### config.mk
export PLATFORM = sky130hd
export DESIGN_NAME = synth_output_divider_config
export DESIGN_NICKNAME = d
export VERILOG_FILES = /design/src/logic/synth_cfg_pkg.sv /design/src/logic/ratio_divider.sv /design/src/logic/frame_pulse_gen.sv /design/src/logic/synth_output_divider_config.sv
export SDC_FILE = /design/constraint.sdc
export NUM_CORES = 1
export LEC_CHECK = 0
export ABC_AREA = 1
export BUFFER_PORTS_ARGS = -buffer_cell sky130_fd_sc_hd__clkbuf_2
export CAP_MARGIN = 20
export CORE_MARGIN = 8
export CORE_UTILIZATION = 55
export DETAILED_ROUTE_END_ITERATION = 7
export PLACE_DENSITY = 0.72
export SYNTH_ARGS = -nofsm -noshare
export SYNTH_HDL_FRONTEND = slang
export SYNTH_HIERARCHICAL = 1
export SYNTH_SLANG_ARGS = --single-unit
### constraint.sdc
create_clock -name SYS_CLK_I -period 6.5 [get_ports SYS_CLK_I]
set_input_delay 0.325 -clock SYS_CLK_I [delete_from_list [all_inputs] [get_ports SYS_CLK_I]]
set_output_delay 0.325 -clock SYS_CLK_I [all_outputs]
set_load 0.02 [all_outputs]
### src/logic/synth_cfg_pkg.sv
// register map, field layout and reset values of the synthesizer output configuration
package synth_cfg_pkg;

  // register offsets in the eight-bit space
  localparam logic [7:0] OFS_FILTER = 8'h77;
  localparam logic [7:0] OFS_PHASE0 = 8'h78;
  localparam logic [7:0] OFS_PHASE1 = 8'h79;
  localparam logic [7:0] OFS_BANK = 8'h7F;
  localparam logic [7:0] OFS_DIV_A = 8'h80;
  localparam logic [7:0] OFS_DIV_B = 8'h83;
  localparam logic [7:0] OFS_DIV_C = 8'h86;
  localparam logic [6:0] BANK_ADDR7 = 7'h7F;
  localparam logic [7:0] DIV_BYTES = 8'h03;

  // reset values
  localparam logic [7:0] RST_FILTER = 8'h00;
  localparam logic [7:0] RST_PHASE = 8'h00;
  localparam logic [7:0] RST_BANK = 8'h00;
  localparam logic [23:0] RST_DIV_A = 24'h00_0002;
  localparam logic [23:0] RST_DIV_B = 24'h00_0002;
  localparam logic [23:0] RST_DIV_C = 24'h00_0040;

  // field positions
  localparam int FILTER0_BIT = 0;
  localparam int FILTER1_BIT = 1;
  localparam int BANK_BIT = 0;
  localparam int AB_RATIO_MSB = 22;
  localparam int C_MODE_LSB = 20;
  localparam int C_TYPE_BIT = 19;
  localparam int C_POL_BIT = 18;
  localparam int C_SEL_LSB = 16;
  localparam int C_PERIOD_MSB = 15;
  localparam logic [3:0] FRAME_MODE_CODE = 4'hF;

  // related clock choice for the frame pulse
  localparam logic [1:0] REL_DIV_A = 2'h0;
  localparam logic [1:0] REL_DIV_B = 2'h1;
  localparam logic [1:0] REL_RESERVED = 2'h2;
  localparam logic [1:0] REL_DIV_D = 2'h3;

  typedef struct packed {
    logic [7:0] filter;
    logic [7:0] phase0;
    logic [7:0] phase1;
    logic [7:0] bank;
    logic [23:0] div_a;
    logic [23:0] div_b;
    logic [23:0] div_c;
  } cfg_s;

  typedef struct packed {
    logic [15:0] period;
    logic [1:0] sel;
    logic invert;
    logic edge_type;
  } frame_cfg_s;

endpackage

### src/logic/ratio_divider.sv
// integer divider, 50% duty at even ratios, producing a clock level and a period-start tick
`timescale 1ns/1ps
module ratio_divider #(
  parameter int WIDTH = 24
) (
  // clock and reset
  input wire logic clk_i,
  input wire logic rst_i,
  // control
  input wire logic en_i,
  input wire logic [WIDTH-1:0] ratio_i,
  // divided clock
  output logic level_o,
  output logic tick_o
);

  if (WIDTH < 2) begin : g_chk
    $error("ratio_divider needs WIDTH of at least 2");
  end

  typedef struct packed {
    logic [WIDTH-1:0] cnt;
    logic level;
    logic tick;
  } div_state_s;

  div_state_s st_r;
  div_state_s st_nxt;
  logic [WIDTH-1:0] n_eff;
  logic [WIDTH-1:0] hi_cnt;

  // ratios below two run as two
  assign n_eff = (ratio_i < WIDTH'(2)) ? WIDTH'(2) : ratio_i;
  // high phase is the larger half for odd ratios
  assign hi_cnt = WIDTH'((n_eff + WIDTH'(1)) >> 1);

  always_comb
  begin
    st_nxt = st_r;
    if (!en_i)
    begin
      st_nxt = '0;
    end
    else
    begin
      st_nxt.cnt = (st_r.cnt >= n_eff - WIDTH'(1)) ? '0 : st_r.cnt + WIDTH'(1);
      st_nxt.tick = (st_nxt.cnt == '0);
      st_nxt.level = (st_nxt.cnt < hi_cnt);
    end
  end

  always_ff @(posedge clk_i or posedge rst_i)
  begin
    if (rst_i)
      st_r <= '0;
    else
      st_r <= st_nxt;
  end

  assign level_o = st_r.level;
  assign tick_o = st_r.tick;

  // helper: cycles spent high, and whether the phase began at a clean tick
  logic [WIDTH-1:0] hi_seen_r;
  logic [WIDTH-1:0] ratio_q_r;
  logic phase_ok_r;
  always_ff @(posedge clk_i or posedge rst_i)
  begin
    if (rst_i)
    begin
      hi_seen_r <= '0;
      ratio_q_r <= '0;
      phase_ok_r <= 1'b0;
    end
    else
    begin
      ratio_q_r <= ratio_i;
      if (st_r.level)
        hi_seen_r <= hi_seen_r + WIDTH'(1);
      else
        hi_seen_r <= '0;
      // a phase cut by reset, enable or a ratio change is not measured
      if (!en_i || ratio_i != ratio_q_r)
        phase_ok_r <= 1'b0;
      else if (st_r.tick)
        phase_ok_r <= 1'b1;
    end
  end
endmodule

### src/logic/frame_pulse_gen.sv
// frame pulse generator counting periods of a chosen related clock
`timescale 1ns/1ps
module frame_pulse_gen #(
  parameter int PERIOD_W = 16
) (
  // clock and reset
  input wire logic clk_i,
  input wire logic rst_i,
  // control
  input wire logic en_i,
  input wire synth_cfg_pkg::frame_cfg_s cfg_i,
  // related clocks, index is the select code
  input wire logic [3:0] rel_level_i,
  input wire logic [3:0] rel_tick_i,
  // pulse
  output logic pulse_o
);

  if (PERIOD_W != 16) begin : g_chk
    $error("frame_pulse_gen period field is 16 bits");
  end

  typedef struct packed {
    logic [PERIOD_W-1:0] cnt;
    logic pulse;
  } frm_state_s;

  frm_state_s st_r;
  frm_state_s st_nxt;
  logic sel_ok;
  logic lvl;
  logic tck;
  logic [PERIOD_W-1:0] last;
  logic active;

  always_comb
  begin
    sel_ok = (cfg_i.sel != synth_cfg_pkg::REL_RESERVED);
    lvl = rel_level_i[cfg_i.sel];
    tck = rel_tick_i[cfg_i.sel];
    last = (cfg_i.period == '0) ? '0 : cfg_i.period - PERIOD_W'(1);
    st_nxt = st_r;
    active = 1'b0;
    if (!en_i || !sel_ok)
    begin
      st_nxt.cnt = '0;
    end
    else if (tck)
    begin
      st_nxt.cnt = (st_r.cnt >= last) ? '0 : st_r.cnt + PERIOD_W'(1);
    end
    if (en_i && sel_ok)
    begin
      if (cfg_i.edge_type)
        active = (st_nxt.cnt == '0);
      else
        active = (st_nxt.cnt == '0 && lvl) || (st_nxt.cnt == last && !lvl);
    end
    st_nxt.pulse = active ^ cfg_i.invert;
  end

  always_ff @(posedge clk_i or posedge rst_i)
  begin
    if (rst_i)
      st_r <= '0;
    else
      st_r <= st_nxt;
  end

  assign pulse_o = st_r.pulse;
endmodule

### src/logic/synth_output_divider_config.sv
// configuration registers and synthesizer 0 post dividers for two synthesizers
// Behaviour
// - filter choice bit 0 picks external (0) or internal (1) filter, synth 0.
// - filter choice bit 1 picks external (0) or internal (1) filter, synth 1.
// - 8-bit phase advance for all synth 0 clocks, steps of period/256.
// - independent 8-bit phase advance for all synth 1 clocks, period/256 steps.
// - bank bit 0 selects lower locations 0x00-0x7E or upper from 0x80.
// - seven-bit address; host sets bank before touching upper registers.
// - divider A bits 22:0 divide synth 0; software keeps bit 23 zero.
// - divider B bits 22:0 divide synth 0; software keeps bit 23 zero.
// - divider C top nibble all ones: frame pulse, bits 15:0 count periods.
// - otherwise whole 24-bit divider C divides VCO with nominal 50% duty.
// - duty 45-55% for even and odd ratios of 41 up; small odd higher.
// - bits 17:16 pick related clock A, B or D; code 10 reserved.
// - bit 18 inverts pulse; bit 19 picks middle (0) or edge (1) boundary.
`timescale 1ns/1ps
module synth_output_divider_config (
  // clock and reset
  input wire logic SYS_CLK_I,
  input wire logic RESET_I,
  // serial port register side
  input wire logic REG_WR_I,
  input wire logic REG_RD_I,
  input wire logic [6:0] REG_ADDR_I,
  input wire logic [7:0] REG_WDATA_I,
  output logic [7:0] REG_RDATA_O,
  output logic REG_RVALID_O,
  // divider D from outside this block
  input wire logic DIV_D_LEVEL_I,
  input wire logic DIV_D_TICK_I,
  // synthesizer controls
  output logic [1:0] FILTER_INTERNAL_O,
  output logic [7:0] PHASE_ADV0_O,
  output logic [7:0] PHASE_ADV1_O,
  // synthesizer 0 post divider outputs
  output logic DIV_A_CLK_O,
  output logic DIV_B_CLK_O,
  output logic DIV_C_O,
  output logic FRAME_MODE_O
);

  // ==========================================================
  // state
  typedef struct packed {
    synth_cfg_pkg::cfg_s cfg;
    logic [7:0] rdata;
    logic rvalid;
    logic div_c_out;
    logic frame_mode;
  } top_state_s;

  top_state_s st_r;
  top_state_s st_nxt;

  logic [7:0] full_addr;
  logic [7:0] off_a;
  logic [7:0] off_b;
  logic [7:0] off_c;
  logic hit_a;
  logic hit_b;
  logic hit_c;
  logic frame_mode;
  logic a_level;
  logic a_tick;
  logic b_level;
  logic b_tick;
  logic c_level;
  logic frm_pulse;
  logic [23:0] ratio_a;
  logic [23:0] ratio_b;
  synth_cfg_pkg::frame_cfg_s frm_cfg;

  function automatic logic [7:0] get_byte(input logic [23:0] v, input logic [1:0] k);
    logic [7:0] b;
    case (k)
      2'h0: b = v[23:16];
      2'h1: b = v[15:8];
      default: b = v[7:0];
    endcase
    return b;
  endfunction

  function automatic logic [23:0] put_byte(input logic [23:0] v, input logic [1:0] k,
                                           input logic [7:0] d);
    logic [23:0] r;
    r = v;
    case (k)
      2'h0: r[23:16] = d;
      2'h1: r[15:8] = d;
      default: r[7:0] = d;
    endcase
    return r;
  endfunction

  // ==========================================================
  // address paging
  always_comb
  begin
    if (REG_ADDR_I == synth_cfg_pkg::BANK_ADDR7)
      full_addr = synth_cfg_pkg::OFS_BANK;
    else
      full_addr = {st_r.cfg.bank[synth_cfg_pkg::BANK_BIT], REG_ADDR_I};
    off_a = full_addr - synth_cfg_pkg::OFS_DIV_A;
    off_b = full_addr - synth_cfg_pkg::OFS_DIV_B;
    off_c = full_addr - synth_cfg_pkg::OFS_DIV_C;
    hit_a = (full_addr >= synth_cfg_pkg::OFS_DIV_A) && (off_a < synth_cfg_pkg::DIV_BYTES);
    hit_b = (full_addr >= synth_cfg_pkg::OFS_DIV_B) && (off_b < synth_cfg_pkg::DIV_BYTES);
    hit_c = (full_addr >= synth_cfg_pkg::OFS_DIV_C) && (off_c < synth_cfg_pkg::DIV_BYTES);
  end

  // ==========================================================
  // register file
  always_comb
  begin
    st_nxt = st_r;
    st_nxt.rvalid = 1'b0;
    if (REG_WR_I)
    begin
      // whole bytes stored, reserved bits included
      case (full_addr)
        synth_cfg_pkg::OFS_FILTER: st_nxt.cfg.filter = REG_WDATA_I;
        synth_cfg_pkg::OFS_PHASE0: st_nxt.cfg.phase0 = REG_WDATA_I;
        synth_cfg_pkg::OFS_PHASE1: st_nxt.cfg.phase1 = REG_WDATA_I;
        synth_cfg_pkg::OFS_BANK: st_nxt.cfg.bank = REG_WDATA_I;
        default:
        begin
          if (hit_a)
            st_nxt.cfg.div_a = put_byte(st_r.cfg.div_a, off_a[1:0], REG_WDATA_I);
          if (hit_b)
            st_nxt.cfg.div_b = put_byte(st_r.cfg.div_b, off_b[1:0], REG_WDATA_I);
          if (hit_c)
            st_nxt.cfg.div_c = put_byte(st_r.cfg.div_c, off_c[1:0], REG_WDATA_I);
        end
      endcase
    end
    else if (REG_RD_I)
    begin
      st_nxt.rvalid = 1'b1;
      case (full_addr)
        synth_cfg_pkg::OFS_FILTER: st_nxt.rdata = st_r.cfg.filter;
        synth_cfg_pkg::OFS_PHASE0: st_nxt.rdata = st_r.cfg.phase0;
        synth_cfg_pkg::OFS_PHASE1: st_nxt.rdata = st_r.cfg.phase1;
        synth_cfg_pkg::OFS_BANK: st_nxt.rdata = st_r.cfg.bank;
        default:
        begin
          if (hit_a)
            st_nxt.rdata = get_byte(st_r.cfg.div_a, off_a[1:0]);
          else if (hit_b)
            st_nxt.rdata = get_byte(st_r.cfg.div_b, off_b[1:0]);
          else if (hit_c)
            st_nxt.rdata = get_byte(st_r.cfg.div_c, off_c[1:0]);
          else
            st_nxt.rdata = 8'h00;
        end
      endcase
    end
    st_nxt.frame_mode = frame_mode;
    st_nxt.div_c_out = frame_mode ? frm_pulse : c_level;
  end

  always_ff @(posedge SYS_CLK_I or posedge RESET_I)
  begin
    if (RESET_I)
    begin
      st_r <= '0;
      st_r.cfg.filter <= synth_cfg_pkg::RST_FILTER;
      st_r.cfg.phase0 <= synth_cfg_pkg::RST_PHASE;
      st_r.cfg.phase1 <= synth_cfg_pkg::RST_PHASE;
      st_r.cfg.bank <= synth_cfg_pkg::RST_BANK;
      st_r.cfg.div_a <= synth_cfg_pkg::RST_DIV_A;
      st_r.cfg.div_b <= synth_cfg_pkg::RST_DIV_B;
      st_r.cfg.div_c <= synth_cfg_pkg::RST_DIV_C;
    end
    else
    begin
      st_r <= st_nxt;
    end
  end

  // ==========================================================
  // post dividers
  // bit 23 of A and B is not part of the ratio
  assign ratio_a = {1'b0, st_r.cfg.div_a[synth_cfg_pkg::AB_RATIO_MSB:0]};
  assign ratio_b = {1'b0, st_r.cfg.div_b[synth_cfg_pkg::AB_RATIO_MSB:0]};
  assign frame_mode = (st_r.cfg.div_c[23:synth_cfg_pkg::C_MODE_LSB]
                       == synth_cfg_pkg::FRAME_MODE_CODE);
  assign frm_cfg.period = st_r.cfg.div_c[synth_cfg_pkg::C_PERIOD_MSB:0];
  assign frm_cfg.sel = st_r.cfg.div_c[synth_cfg_pkg::C_SEL_LSB+1:synth_cfg_pkg::C_SEL_LSB];
  assign frm_cfg.invert = st_r.cfg.div_c[synth_cfg_pkg::C_POL_BIT];
  assign frm_cfg.edge_type = st_r.cfg.div_c[synth_cfg_pkg::C_TYPE_BIT];

  ratio_divider #(.WIDTH(24)) u_div_a (
    .clk_i(SYS_CLK_I),
    .rst_i(RESET_I),
    .en_i(1'b1),
    .ratio_i(ratio_a),
    .level_o(a_level),
    .tick_o(a_tick)
  );

  ratio_divider #(.WIDTH(24)) u_div_b (
    .clk_i(SYS_CLK_I),
    .rst_i(RESET_I),
    .en_i(1'b1),
    .ratio_i(ratio_b),
    .level_o(b_level),
    .tick_o(b_tick)
  );

  ratio_divider #(.WIDTH(24)) u_div_c (
    .clk_i(SYS_CLK_I),
    .rst_i(RESET_I),
    .en_i(!frame_mode),
    .ratio_i(st_r.cfg.div_c),
    .level_o(c_level),
    .tick_o()
  );

  // index 2 is divider C itself and is never a source
  frame_pulse_gen #(.PERIOD_W(16)) u_frame (
    .clk_i(SYS_CLK_I),
    .rst_i(RESET_I),
    .en_i(frame_mode),
    .cfg_i(frm_cfg),
    .rel_level_i({DIV_D_LEVEL_I, 1'b0, b_level, a_level}),
    .rel_tick_i({DIV_D_TICK_I, 1'b0, b_tick, a_tick}),
    .pulse_o(frm_pulse)
  );

  // ==========================================================
  // outputs
  assign REG_RDATA_O = st_r.rdata;
  assign REG_RVALID_O = st_r.rvalid;
  assign FILTER_INTERNAL_O = {st_r.cfg.filter[synth_cfg_pkg::FILTER1_BIT],
                              st_r.cfg.filter[synth_cfg_pkg::FILTER0_BIT]};
  assign PHASE_ADV0_O = st_r.cfg.phase0;
  assign PHASE_ADV1_O = st_r.cfg.phase1;
  assign DIV_A_CLK_O = a_level;
  assign DIV_B_CLK_O = b_level;
  assign DIV_C_O = st_r.div_c_out;
  assign FRAME_MODE_O = st_r.frame_mode;
endmodule

Yosys cells after proc, flatten, opt, wreduce, memory -nomap -nowiden
Cells that the tools add are included.
{"block": "op_classes", "reduce_logical": 37, "add_sub_neg": 14, "bitwise": 6, "n_eq_ne": 11, "magnitude_cmp": 17, "n_mux": 28}
{"op": "24-bit by 1-bit adder with 24-bit output (second input constant)", "n": 6}
{"op": "24-bit 2-to-1 mux", "n": 4}
{"op": "24-bit greater-or-equal comparator", "n": 3}
{"op": "24-bit zero test", "n": 3}
{"op": "24-bit by 23-bit less-than comparator with 1-bit output", "n": 3}
{"op": "24-bit by 1-bit subtractor with 24-bit output (second input constant)", "n": 3}
{"op": "16-bit 2-to-1 mux", "n": 4}
{"op": "8-bit one-hot mux with 2 select lines", "n": 3}
{"op": "23-bit by 2-bit less-than comparator with 1-bit output (second input constant)", "n": 2}
{"op": "23-bit 2-to-1 mux", "n": 2}
{"op": "4-bit AND reduction", "n": 9}
{"op": "8-bit by 7-bit == test with 1-bit output (second input constant)", "n": 4}
{"op": "16-bit zero test", "n": 2}
{"op": "8-bit 2-to-1 mux", "n": 4}
{"op": "8-bit one-hot mux with 4 select lines", "n": 1}
{"op": "26-bit 2-to-1 mux", "n": 1}
{"op": "8-bit greater-or-equal comparator (second input constant)", "n": 3}
{"op": "24-bit by 2-bit less-than comparator with 1-bit output (second input constant)", "n": 1}
{"op": "8-bit by 2-bit less-than comparator with 1-bit output (second input constant)", "n": 3}
{"op": "8-bit subtractor (second input constant)", "n": 3}
{"op": "16-bit by 1-bit adder with 16-bit output (second input constant)", "n": 1}
{"op": "16-bit == test", "n": 1}
{"op": "16-bit greater-or-equal comparator", "n": 1}
{"op": "16-bit by 1-bit subtractor with 16-bit output (second input constant)", "n": 1}
{"op": "other kinds (16)", "n": 45}
{"block": "word_totals", "reg_bits": 209, "word_cells": 140, "output_inout_bits": 31}

Longest topological paths before layout
Gate-level depths: netlist of run 1.
{"block": "depth", "ltp_word": 12, "depth_mapped": 39}

Hierarchy
Netlist of run 1, hierarchy kept.
{"mod": "ratio_divider at u_div_a ...", "cells_each": 580, "instances": 2, "seq_area_each_um2": 650.6, "area_per_inst_um2": 3828.7}
{"mod": "synth_output_divider_config", "cells_each": 729, "instances": 1, "seq_area_each_um2": 2881.5, "area_per_inst_um2": 6078.3}
{"mod": "ratio_divider at u_div_b", "cells_each": 569, "instances": 1, "seq_area_each_um2": 650.6, "area_per_inst_um2": 3811.2}
{"mod": "frame_pulse_gen", "cells_each": 439, "instances": 1, "seq_area_each_um2": 425.4, "area_per_inst_um2": 2567.5}

Least setup slack after synthesis of run 1
No wires, ideal clock.
{"block": "synth_timing", "path_type": "register to register", "startpoint": "register st_r (netlist bit frm_cfg[6])", "endpoint": "register u_div_c.st_r (netlist bit u_div_c/level_o)", "required_time_ps": 6376, "path_stages_with_launch": 31, "setup_time_ps": 124, "slack_ps": 1810, "arrival_time_ps": 4566, "path_buffers": 1, "cell_sequence": "dfrtp_1 or2_4 nor3_2 nand2_4 nand2_2 ha_1 inv_1 nor4_4 nand4_1 nor3_2 nand2_1 nor3_2 xor2_1 inv_1 ha_1 nand2_1 nor2_1 nand3_1 nor2_1 nand2_1 nand2_1 inv_1 buf_2 nand2_1 inv_1 ha_1 nand2_1 nor2_1 nand4_1 nor3_1 a21oi_1"}
{"element": "from (decl)", "line_no": "synth_output_divider_config.sv:52", "text": "top_state_s st_r;"}
{"element": "from (signal assigned)", "line_no": "synth_output_divider_config.sv:176", "text": "st_r <= st_nxt;"}
{"element": "to (signal assigned)", "line_no": "ratio_divider.sv:57", "text": "st_r <= st_nxt;"}
{"element": "to (decl)", "line_no": "ratio_divider.sv:27", "text": "div_state_s st_r;"}

==> results_dict.tcl, run 1 <==
set metrics [dict create \
    wl_met3_um 4224 \
    ys_warn_count 6 \
    cts_tree "yes" \
    setup_violations 0 \
    final_cells 3384 \
    cts_root_buf "clkbuf_16" \
    fin_tns_setup_ns 0 \
    final_cell_mix "802 x nand2_1, 339 x nor2_1, 327 x inv_1" \
    finalClockSkew_ns 0.03498 \
    antenna_left 0 \
    dpl.hpwl_um 45120 \
    routed_wl_um 57870 \
    dp.cells 3330 \
    worstPathArrival_ns 6.28 \
    tightest_slew_ns 1.027 \
    clk_latency_ns 0.58 \
    slew_violations 0 \
    clkTransAtPathRegs_ns 0.06 \
    start_util 0.5521 \
    die_x_um 206.8 \
    std_cell_rows 70 \
    routed.top_layer "met4" \
    rsz0062_at_grt "false" \
    grtUsageTotal 0.2738 \
    power_leakage_nw 11.47 \
    ios 52 \
    grt_pass1_vias 18000 \
    relSlewSlack 0.3140 \
    critPathCaptureType "flip-flop" \
    drc_errors 0 \
    slowest_stage "dfrtp_1" \
    core_area_mm2 0.03626 \
    register_area_mm2 0.005234 \
    max_freq_mhz 172.0 \
    combPwrFrac 0.178 \
    wl_per_cell_um 17.10 \
    outcome "complete, no violations" \
    drt_pass1_iterations 6 \
    p_sw_frac 0.3075 \
    avgViaCountPerCell 5.541 \
    r2r-start "ratio_a[16]" \
    postCtsResizedCells 0 \
    fin_nets 3088 \
    synth.avg_cell_area_um2 6.949 \
    crit_start "ratio_a[16]" \
    dp_slack_ns 0.7861 \
    io_buffers 51 \
    cts-buffers-inserted 27 \
    drive_gt1_frac 0.1341 \
    syn_to_final_growth_pct 7.331 \
    met2_wirelength_um 26500 \
    netlist_area_mm2 0.02002 \
    grt_max_degree 68 \
    hold_viol 0 \
    maxCapViolCount 0 \
    final_common_cell "nand2_1" \
    setup_ws_ns 0.6874 \
    power_frac_clock 0.455 \
    fillers 3481 \
    grt_pass1_wl_um 94020 \
    whs_ns 0.1963 \
    post-route-min-period_ns 5.813 \
    die_h_um 206.8 \
    initialDrtViolationCount 1561 \
    period_share 0.8942 \
    min_from "REG_RD_I" \
    drt-met1-wl_um 25410 \
    syn-instance-count 2881 \
    via_count 18750 \
    worst-path-max-fanout 15 \
    die_area_mm2 0.04276 \
    p_per_area_mw_per_mm2 176.0 \
    ir_drop_mv 0.2231 \
    max_stage_delay_ns 0.45 \
    antenna_found_initial 2 \
    critical_path.most_common_cell "nand2_1" \
    htree_levels 1 \
    cts_sinks 209 \
    grt-ovfl-total 0 \
    critPathLaunchType "flip-flop" \
    clk_path_buf_depth 3 \
    pwr-share-seq 0.367 \
    multi_input_area_mm2 0.01284 \
    fin_util 0.5926 \
    worstPathRequired_ns 6.96 \
    p_switching_w 0.001163 \
    path_class "flip-flop to flip-flop" \
    internal-power_w 0.002619 \
    holdCritPathClass "input port to flip-flop" \
    routabilityCongestion 0.9509 \
]
-- final timing paths --
kind                                        end  slack, ns  depth (start not counted)
max in group asynchronous              st_r[82]       4.56                          4
worst max-delay path            u_div_a/level_o       0.69                         35
worst min-delay path             REG_RDATA_O[6]       0.20                          4
worst max register to register  u_div_a/level_o       0.69                         35
worst min register to register          DIV_C_O       0.48                          2
min in group asynchronous       u_div_c/st_r[9]       0.38                          3
-- state kept, by name, indices dropped and copies added, names as in the netlist, 2 cells and up --
name and cells:
u_div_b/st_r 24, REG_RDATA_O 8, ratio_a 23, ratio_b 23, frm_cfg 20, u_div_c/st_r 24, PHASE_ADV0_O 8, u_div_a/st_r 24
FILTER_INTERNAL_O 2, PHASE_ADV1_O 8, st_r 20, u_frame/st_r 16
-- critical path, delay by kind of cell, from the launching register on --
kind	cells	cell delay, ns
flops	1	0.45
buf+inv	7	1.09
fa+ha+maj	3	0.72
simple gates	19	2.56
compound gates	5	0.72
xor+xnor	1	0.16
-- timing repair --
action                                 CTS  global route
endpoints found under the hold margin    0             5
hold buffers                             0             1
buffers inserted                         0             0
-- area by class of cell --
| cell class | instances | share of cell area |
|---|---|---|
| repair buffers | 64 | 0.01875 |
| multi-input cells | 2220 | 0.5974 |
| clock buffers | 30 | 0.03336 |
| flip-flops and latches | 209 | 0.2436 |
| inverters | 372 | 0.06533 |
| well taps | 468 | 0.02725 |
| diodes | 1 | 0.0001165 |
| clock inverters | 20 | 0.01421 |
-- power by group through the flow --
stage | logic (W) | registers (W) | clock network [W]
after CTS | 0.000662 | 0.00139 | 0.00175
after global placement | 0.000641 | 0.00141 | 0
after global routing | 0.000760 | 0.00139 | 0.00179
after floorplan | 0.000486 | 0.00140 | 0
after detailed placement | 0.000658 | 0.00141 | 0
final | 0.000672 | 0.00139 | 0.00172
-- stage by stage --
step           area (um2)  total power (W)
4_1_cts             21420         0.003798
3_5_place_dp        20400         0.002070
2_1_floorplan       20050         0.001887
5_1_grt             21490         0.003947
6_report            21490         0.003782
3_3_place_gp        20380         0.002052
-- per-layer routing --
metal  global-route usage  up-vias
met5                    0        -
met4              0.08676        0
met3              0.04323      109
met2               0.4475      686
met1               0.3681     8729
li1                     -     9228
No activity file was read; power rests on OpenSTA's default activity.
==> inputs of run 2 (changes only) <==
--- a/config.mk
+++ b/config.mk
@@ -9,9 +9,10 @@
 export BUFFER_PORTS_ARGS = -buffer_cell sky130_fd_sc_hd__clkbuf_2
 export CAP_MARGIN = 20
 export CORE_MARGIN = 8
-export CORE_UTILIZATION = 55
+export CORE_UTILIZATION = 51
 export DETAILED_ROUTE_END_ITERATION = 7
-export PLACE_DENSITY = 0.72
+export MAX_ROUTING_LAYER = met4
+export PLACE_DENSITY = 0.67
 export SYNTH_ARGS = -nofsm -noshare
 export SYNTH_HDL_FRONTEND = slang
 export SYNTH_HIERARCHICAL = 1
==> constraint.sdc (replaced) <==
create_clock -name SYS_CLK_I -period 6.5 [get_ports SYS_CLK_I]
set_input_delay 0 -clock SYS_CLK_I [delete_from_list [all_inputs] [get_ports SYS_CLK_I]]
set_output_delay 0 -clock SYS_CLK_I [all_outputs]
set_load 0.02 [all_outputs]
==> run 2 against run 1 <==
Compared with the run above:
- total power fell by 2.9%
- die area rose by 7.2%
- maximum frequency rose by 0.47%
- hold slack got worse by 0.090 ns
- count of clock-buffer cells in the layout rose by 5
- register-to-register slack improved by 0.03 ns
==> results_dict.tcl, run 2 (synthesized netlist as in run 1, its figures left out) <==
set metrics [dict create \
    slowest_stage "dfrtp_1" \
    postCtsResizedCells 0 \
    core_area_mm2 0.03874 \
    cts_sinks 209 \
    final_common_cell "nand2_1" \
    p_sw_frac 0.3076 \
    syn_to_final_growth_pct 7.668 \
    cts_root_buf "clkbuf_16" \
    via_count 18480 \
    grt-ovfl-total 0 \
    power_frac_clock 0.436 \
    rsz0062_at_grt "false" \
    rr_worst_depth 34 \
    worst-path-max-fanout 15 \
    path_class "flip-flop to flip-flop" \
    clk_path_buf_depth 3 \
    reg2reg_slack_ns 0.71 \
    combPwrFrac 0.185 \
    finalClockSkew_ns 0.01034 \
    hold_viol 0 \
    start_util 0.5168 \
    die_x_um 214.1 \
    drive_gt1_frac 0.1355 \
    multi_input_area_mm2 0.01284 \
    cts-buffers-inserted 26 \
    grt_max_degree 72 \
    antenna_left 0 \
    die_h_um 214.1 \
    wl_per_cell_um 17.16 \
    ir_drop_mv 0.2087 \
    fin_util 0.5565 \
    routed_wl_um 59070 \
    maxCapViolCount 0 \
    register_area_mm2 0.005234 \
    clk_latency_ns 0.56 \
    power_w 0.003671 \
    io_buffers 51 \
    critPathLaunchType "flip-flop" \
    worstPathArrival_ns 6.25 \
    relSlewSlack 0.3177 \
    cts_tree "yes" \
    grt_pass1_wl_um 94620 \
    drc_errors 0 \
    grtUsageTotal 0.2584 \
    slew_violations 0 \
    tightest_slew_ns 1.020 \
    std_cell_rows 72 \
    max_stage_delay_ns 0.45 \
    fin_tns_setup_ns 0 \
    p_switching_w 0.001129 \
    max_freq_mhz 172.8 \
    r2r-start "ratio_a[21]" \
    critPathCaptureType "flip-flop" \
    die_area_mm2 0.04585 \
    internal-power_w 0.002542 \
    final_cell_mix "802 x nand2_1, 339 x nor2_1, 327 x inv_1" \
    critical_path.most_common_cell "nand2_1" \
    outcome "complete, no violations" \
    routabilityCongestion 0.9709 \
    htree_levels 1 \
    design_area_mm2 0.02156 \
    whs_ns 0.1059 \
    holdCritPathClass "input port to asynchronous set/reset pin" \
    post-route-min-period_ns 5.785 \
    fin_nets 3096 \
    antenna_found_initial 3 \
    worstPathRequired_ns 6.97 \
    setup_violations 0 \
    grt_pass1_vias 17520 \
    reg_top3 "u_div_a/st_r (24), u_div_b/st_r (24), u_div_c/st_r (24)" \
    avgViaCountPerCell 5.369 \
    ios 52 \
    pwr-share-seq 0.379 \
    period_share 0.8901 \
    place_area_mm2 0.02051 \
    clkTransAtPathRegs_ns 0.06 \
    fillers 3805 \
    p_per_area_mw_per_mm2 170.3 \
    drt_pass1_iterations 5 \
    power_leakage_nw 11.48 \
    r2r_end "u_div_a/level_o" \
    dpl.hpwl_um 46000 \
    initialDrtViolationCount 1664 \
]
-- run 2: cell count changes in the layout (fill, tap and decap cells not counted), sizes merged --
cell	previous run	this run
clkbuf	81	86
dlygate4sd3	1	2
inv	368	366
bufinv	7	4
clkinv	14	12
buf	12	20
diode	1	3
-- run 2: cell type report --
| class | count | area share |
|---|---|---|
| multi-input combinational | 2220 | 0.5955 |
| sequential | 209 | 0.2428 |
| inverter | 372 | 0.06513 |
| clock buffer | 35 | 0.03599 |
| tap | 518 | 0.03007 |
| timing repair buffer | 73 | 0.02194 |
| clock inverter | 13 | 0.008184 |
| antenna | 3 | 0.0003483 |
-- run 2: worst max path at each step --
stage,from,to,slack [ns],cells after the start
3_5_place_dp,ratio_a[2],u_div_a/level_o,0.77,31
5_1_grt,ratio_a[21],u_div_a/level_o,0.16,34
4_1_cts,ratio_a[2],u_div_a/level_o,0.74,31
3_3_place_gp,ratio_a[20],u_div_a/level_o,0.88,34
2_1_floorplan,frm_cfg[6],u_div_c/level_o,1.84,30
6_report,ratio_a[21],u_div_a/level_o,0.71,34
-- run 2: repair_timing --
item	4_1_cts	5_1_grt
hold buffers	2	0
setup buffers	0	0
setup endpoints to repair	0	0
hold endpoints to repair	146	0
-- run 2: worst max-delay path: cells and delay by family (launching register included) --
| kind | cells | cell delay (ns) |
|---|---|---|
| adders and majority gates | 3 | 0.71 |
| and+or+nand+nor | 19 | 2.67 |
| DFF | 1 | 0.45 |
| xor gates and xnor gates | 1 | 0.16 |
| AOI/OAI and AO/OA | 5 | 0.81 |
| buffers and inverters | 6 | 0.90 |
-- run 2: per-layer routing --
metal | wire, um | share of wire | vias to the layer above | track usage
met5 | 0 | 0 | - | -
met4 | 1345 | 0.023 | 0 | 0.05667
met3 | 3459 | 0.059 | 88 | 0.03300
met2 | 25190 | 0.43 | 569 | 0.3820
met1 | 29080 | 0.49 | 8601 | 0.3733
li1 | - | - | 9226 | -
-- run 2: per-stage QoR --
stage / cells / setup WS (ns)
3_3_place_gp: 3387 / 0.8836
6_report: 3443 / 0.7146
5_1_grt: 3443 / 0.1640
4_1_cts: 3437 / 0.7361
2_1_floorplan: 2889 / 1.837
3_5_place_dp: 3387 / 0.7747
-- run 2: power by group through the flow --
stage	Combinational, W	Clock (W)	Sequential [W]
floorplan	0.000486	0	0.00140
global placement	0.000652	0	0.00141
detailed placement	0.000668	0	0.00142
CTS	0.000672	0.00164	0.00139
global route	0.000774	0.00168	0.00140
finish	0.000678	0.00160	0.00139
==> inputs of run 3 (changes only) <==
--- a/config.mk
+++ b/config.mk
@@ -15,5 +15,4 @@
 export PLACE_DENSITY = 0.67
 export SYNTH_ARGS = -nofsm -noshare
 export SYNTH_HDL_FRONTEND = slang
-export SYNTH_HIERARCHICAL = 1
 export SYNTH_SLANG_ARGS = --single-unit
==> run 3 against run 2 <==
Compared with the run above:
- utilization shrank 0.23 points
- combinational power up 140%
- critical path depth is 3 lower
- global-route usage shrank 0.27 points
- critical endpoint is now u_div_b.level_o
- total power rose by 28%
- clock power fell by 3%
- area after synthesis fell by 10%
- setup slack worse by 0.037 ns
- via count fell by 11%
- final cell count is 14% lower
- highest routed layer unchanged
- first-iteration DRC count decreased by 27%
- die area down 9.7%
==> results_dict.tcl, run 3 <==
set metrics [dict create \
    max_stage_delay_ns 0.47 \
    outcome "complete, no violations" \
    path_delay_family "simple AND/OR/NAND/NOR gates" \
    pwr-share-seq 0.324 \
    worst-path-max-fanout 9 \
    rsz0062_at_grt "false" \
    core_area_mm2 0.03463 \
    synth.distinct_cells 60 \
    ys.flop_type "dfrtp_1" \
    internal-power_w 0.002916 \
    tightest_slew_ns 0.9053 \
    slowest_stage "dfrtp_1" \
    slew_violations 0 \
    post-route-min-period_ns 5.823 \
    p_switching_w 0.001768 \
    grt_max_degree 83 \
    min_from "REG_ADDR_I[2]" \
    n_antenna_cell 0 \
    crit_start "ratio_b[16]" \
    synth_area_leaders "dfrtp_1 29%, ha_1 12%, nand2_1 11%" \
    dp.cells 2918 \
    ios 52 \
    hold_viol 0 \
    grt-ovfl-total 0 \
    relSlewSlack 0.3950 \
    grt_pass1_vias 15850 \
    clk_path_buf_depth 3 \
    die_h_um 203.5 \
    synth_seq_cells 209 \
    path_class "flip-flop to flip-flop" \
    critPathCaptureType "flip-flop" \
    syn_to_final_growth_pct 7.027 \
    die_x_um 203.5 \
    power_frac_clock 0.332 \
    avgViaCountPerCell 5.525 \
    ir_drop_mv 0.2118 \
    syn-instance-count 2510 \
    antenna_found_initial 0 \
    async_reset_ff_frac 1.000 \
    maxCapViolCount 0 \
    max_freq_mhz 171.7 \
    cts-buffers-inserted 25 \
    synth_edf_count 0 \
    grt_pass1_wl_um 84580 \
    cp_num_buf_inv 1 \
    synth_seq_area_share 0.2919 \
    std_cell_rows 68 \
    htree_levels 1 \
    period_share 0.8958 \
    synth.avg_cell_area_um2 7.144 \
    final_common_cell "nand2_1" \
    worstPathRequired_ns 6.97 \
    start_util 0.5178 \
    die_area_mm2 0.04141 \
    r2r-start "ratio_b[16]" \
    p_per_area_mw_per_mm2 244.1 \
    synth_most_common_cell "nand2_1" \
    cts_tree "yes" \
    antenna_left 0 \
    place_area_mm2 0.01823 \
    power_leakage_nw 9.546 \
    holdCritPathClass "input port to flip-flop" \
    finalClockSkew_ns 0.01798 \
    combPwrFrac 0.344 \
    drive_gt1_frac 0.07839 \
    critPathLaunchType "flip-flop" \
    cts_root_buf "clkbuf_16" \
    initialDrtViolationCount 1211 \
    fin_nets 2687 \
    io_buffers 51 \
    clk_latency_ns 0.54 \
    design_area_mm2 0.01919 \
    routabilityCongestion 0.9920 \
    p_sw_frac 0.3775 \
    grtUsageTotal 0.2557 \
    cts_sinks 209 \
    whs_ns 0.04076 \
    worstPathArrival_ns 6.29 \
    synth_top_area_share 0.2875 \
    ys_warn_count 0 \
    drc_errors 0 \
    clkTransAtPathRegs_ns 0.06 \
    synthTopCellsByCount "533 x nand2_1, 329 x inv_1, 279 x nor2_1" \
    postCtsSetupBuffers 0 \
    final_cell_mix "533 x nand2_1, 327 x inv_1, 279 x nor2_1" \
    reg_top3 "u_div_a.st_r (24), u_div_b.st_r (24), u_div_c.st_r (24)" \
    critical_path.most_common_cell "nand2_1" \
    yosys.area.top_type "dfrtp_1" \
    routed_wl_um 51850 \
    fin_tns_setup_ns 0 \
    netlist_area_mm2 0.01793 \
    wl_per_cell_um 17.47 \
    dpl.hpwl_um 41020 \
    setup_violations 0 \
    via_count 16400 \
    final_cells 2968 \
    drt_pass1_iterations 5 \
]
-- run 3: power groups by stage --
stage | clock network, W | registers [W] | logic [W]
floorplan | 0 | 0.00150 | 0.00120
global placement | 0 | 0.00154 | 0.00157
detailed placement | 0 | 0.00154 | 0.00160
CTS | 0.00158 | 0.00152 | 0.00161
global route | 0.00164 | 0.00153 | 0.00186
finish | 0.00156 | 0.00152 | 0.00161
-- run 3: kinds of logic (layout without fill, tap and decap cells) --
kind of cell,after synthesis,in the layout,synth area share
AOI/OAI and AO/OA,328,328,0.1022
xor gates and xnor gates,153,153,0.07473
and+or+nand+nor,1203,1203,0.3067
other,1,2,0.0002091
adders and majority gates,172,172,0.1200
buffers and inverters,444,446,0.1042
DFF,209,209,0.2919
-- run 3: repair_timing --
| item | CTS | global route |
|---|---|---|
| gates resized for setup | 0 | 6 |
| endpoints found under the setup margin | 0 | 3 |
| hold endpoints to repair | 86 | 0 |
| hold buffers | 4 | 0 |
-- run 3: path summary, 6_finish.rpt --
path | end | slack [ns] | cells past startpoint
setup / recovery | u_div_b.level_o | 0.68 | 31
hold / removal | REG_RDATA_O[4] | 0.04 | 4
setup reg to reg | u_div_b.level_o | 0.68 | 31
hold reg to reg | st_r[110] | 0.49 | 2
max in group asynchronous | REG_RDATA_O[6] | 5.07 | 4
min in group asynchronous | u_div_c.level_o | 0.08 | 3
-- run 3: through the flow --
stage / setup slack [ns] / utilization / total power, W
2_1_floorplan: 0.7958 / - / 0.002700
3_3_place_gp: 0.6709 / 0.5263 / 0.003104
3_5_place_dp: 0.5929 / 0.5263 / 0.003135
4_1_cts: 0.5635 / 0.5534 / 0.004707
5_1_grt: 0.06608 / 0.5542 / 0.005028
6_report: 0.6772 / 0.5542 / 0.004684
-- run 3: worst min-delay path: stages --
cell and delay (ns):
clkbuf_2 0.19, nor4_2 0.11, o21ai_0 0.10, a41oi_1 0.13
-- run 3: per-layer routing --
layer / track usage / part of all wire / vias up
met5: - / 0 / -
met4: 0.06346 / 0.025 / 0
met3: 0.02364 / 0.050 / 73
met2: 0.4111 / 0.46 / 465
met1: 0.3448 / 0.46 / 7675
li1: - / - / 8184
-- run 3: final cells by class --
cell class / count / area (um2)
well taps: 455 / 569.3
inverters: 337 / 1282
fillers: 3336 / 15440
multi-input cells: 1858 / 10850
repair buffers: 63 / 355.3
clock buffers: 30 / 654.4
clock inverters: 16 / 242.7
flip-flops and latches: 209 / 5234
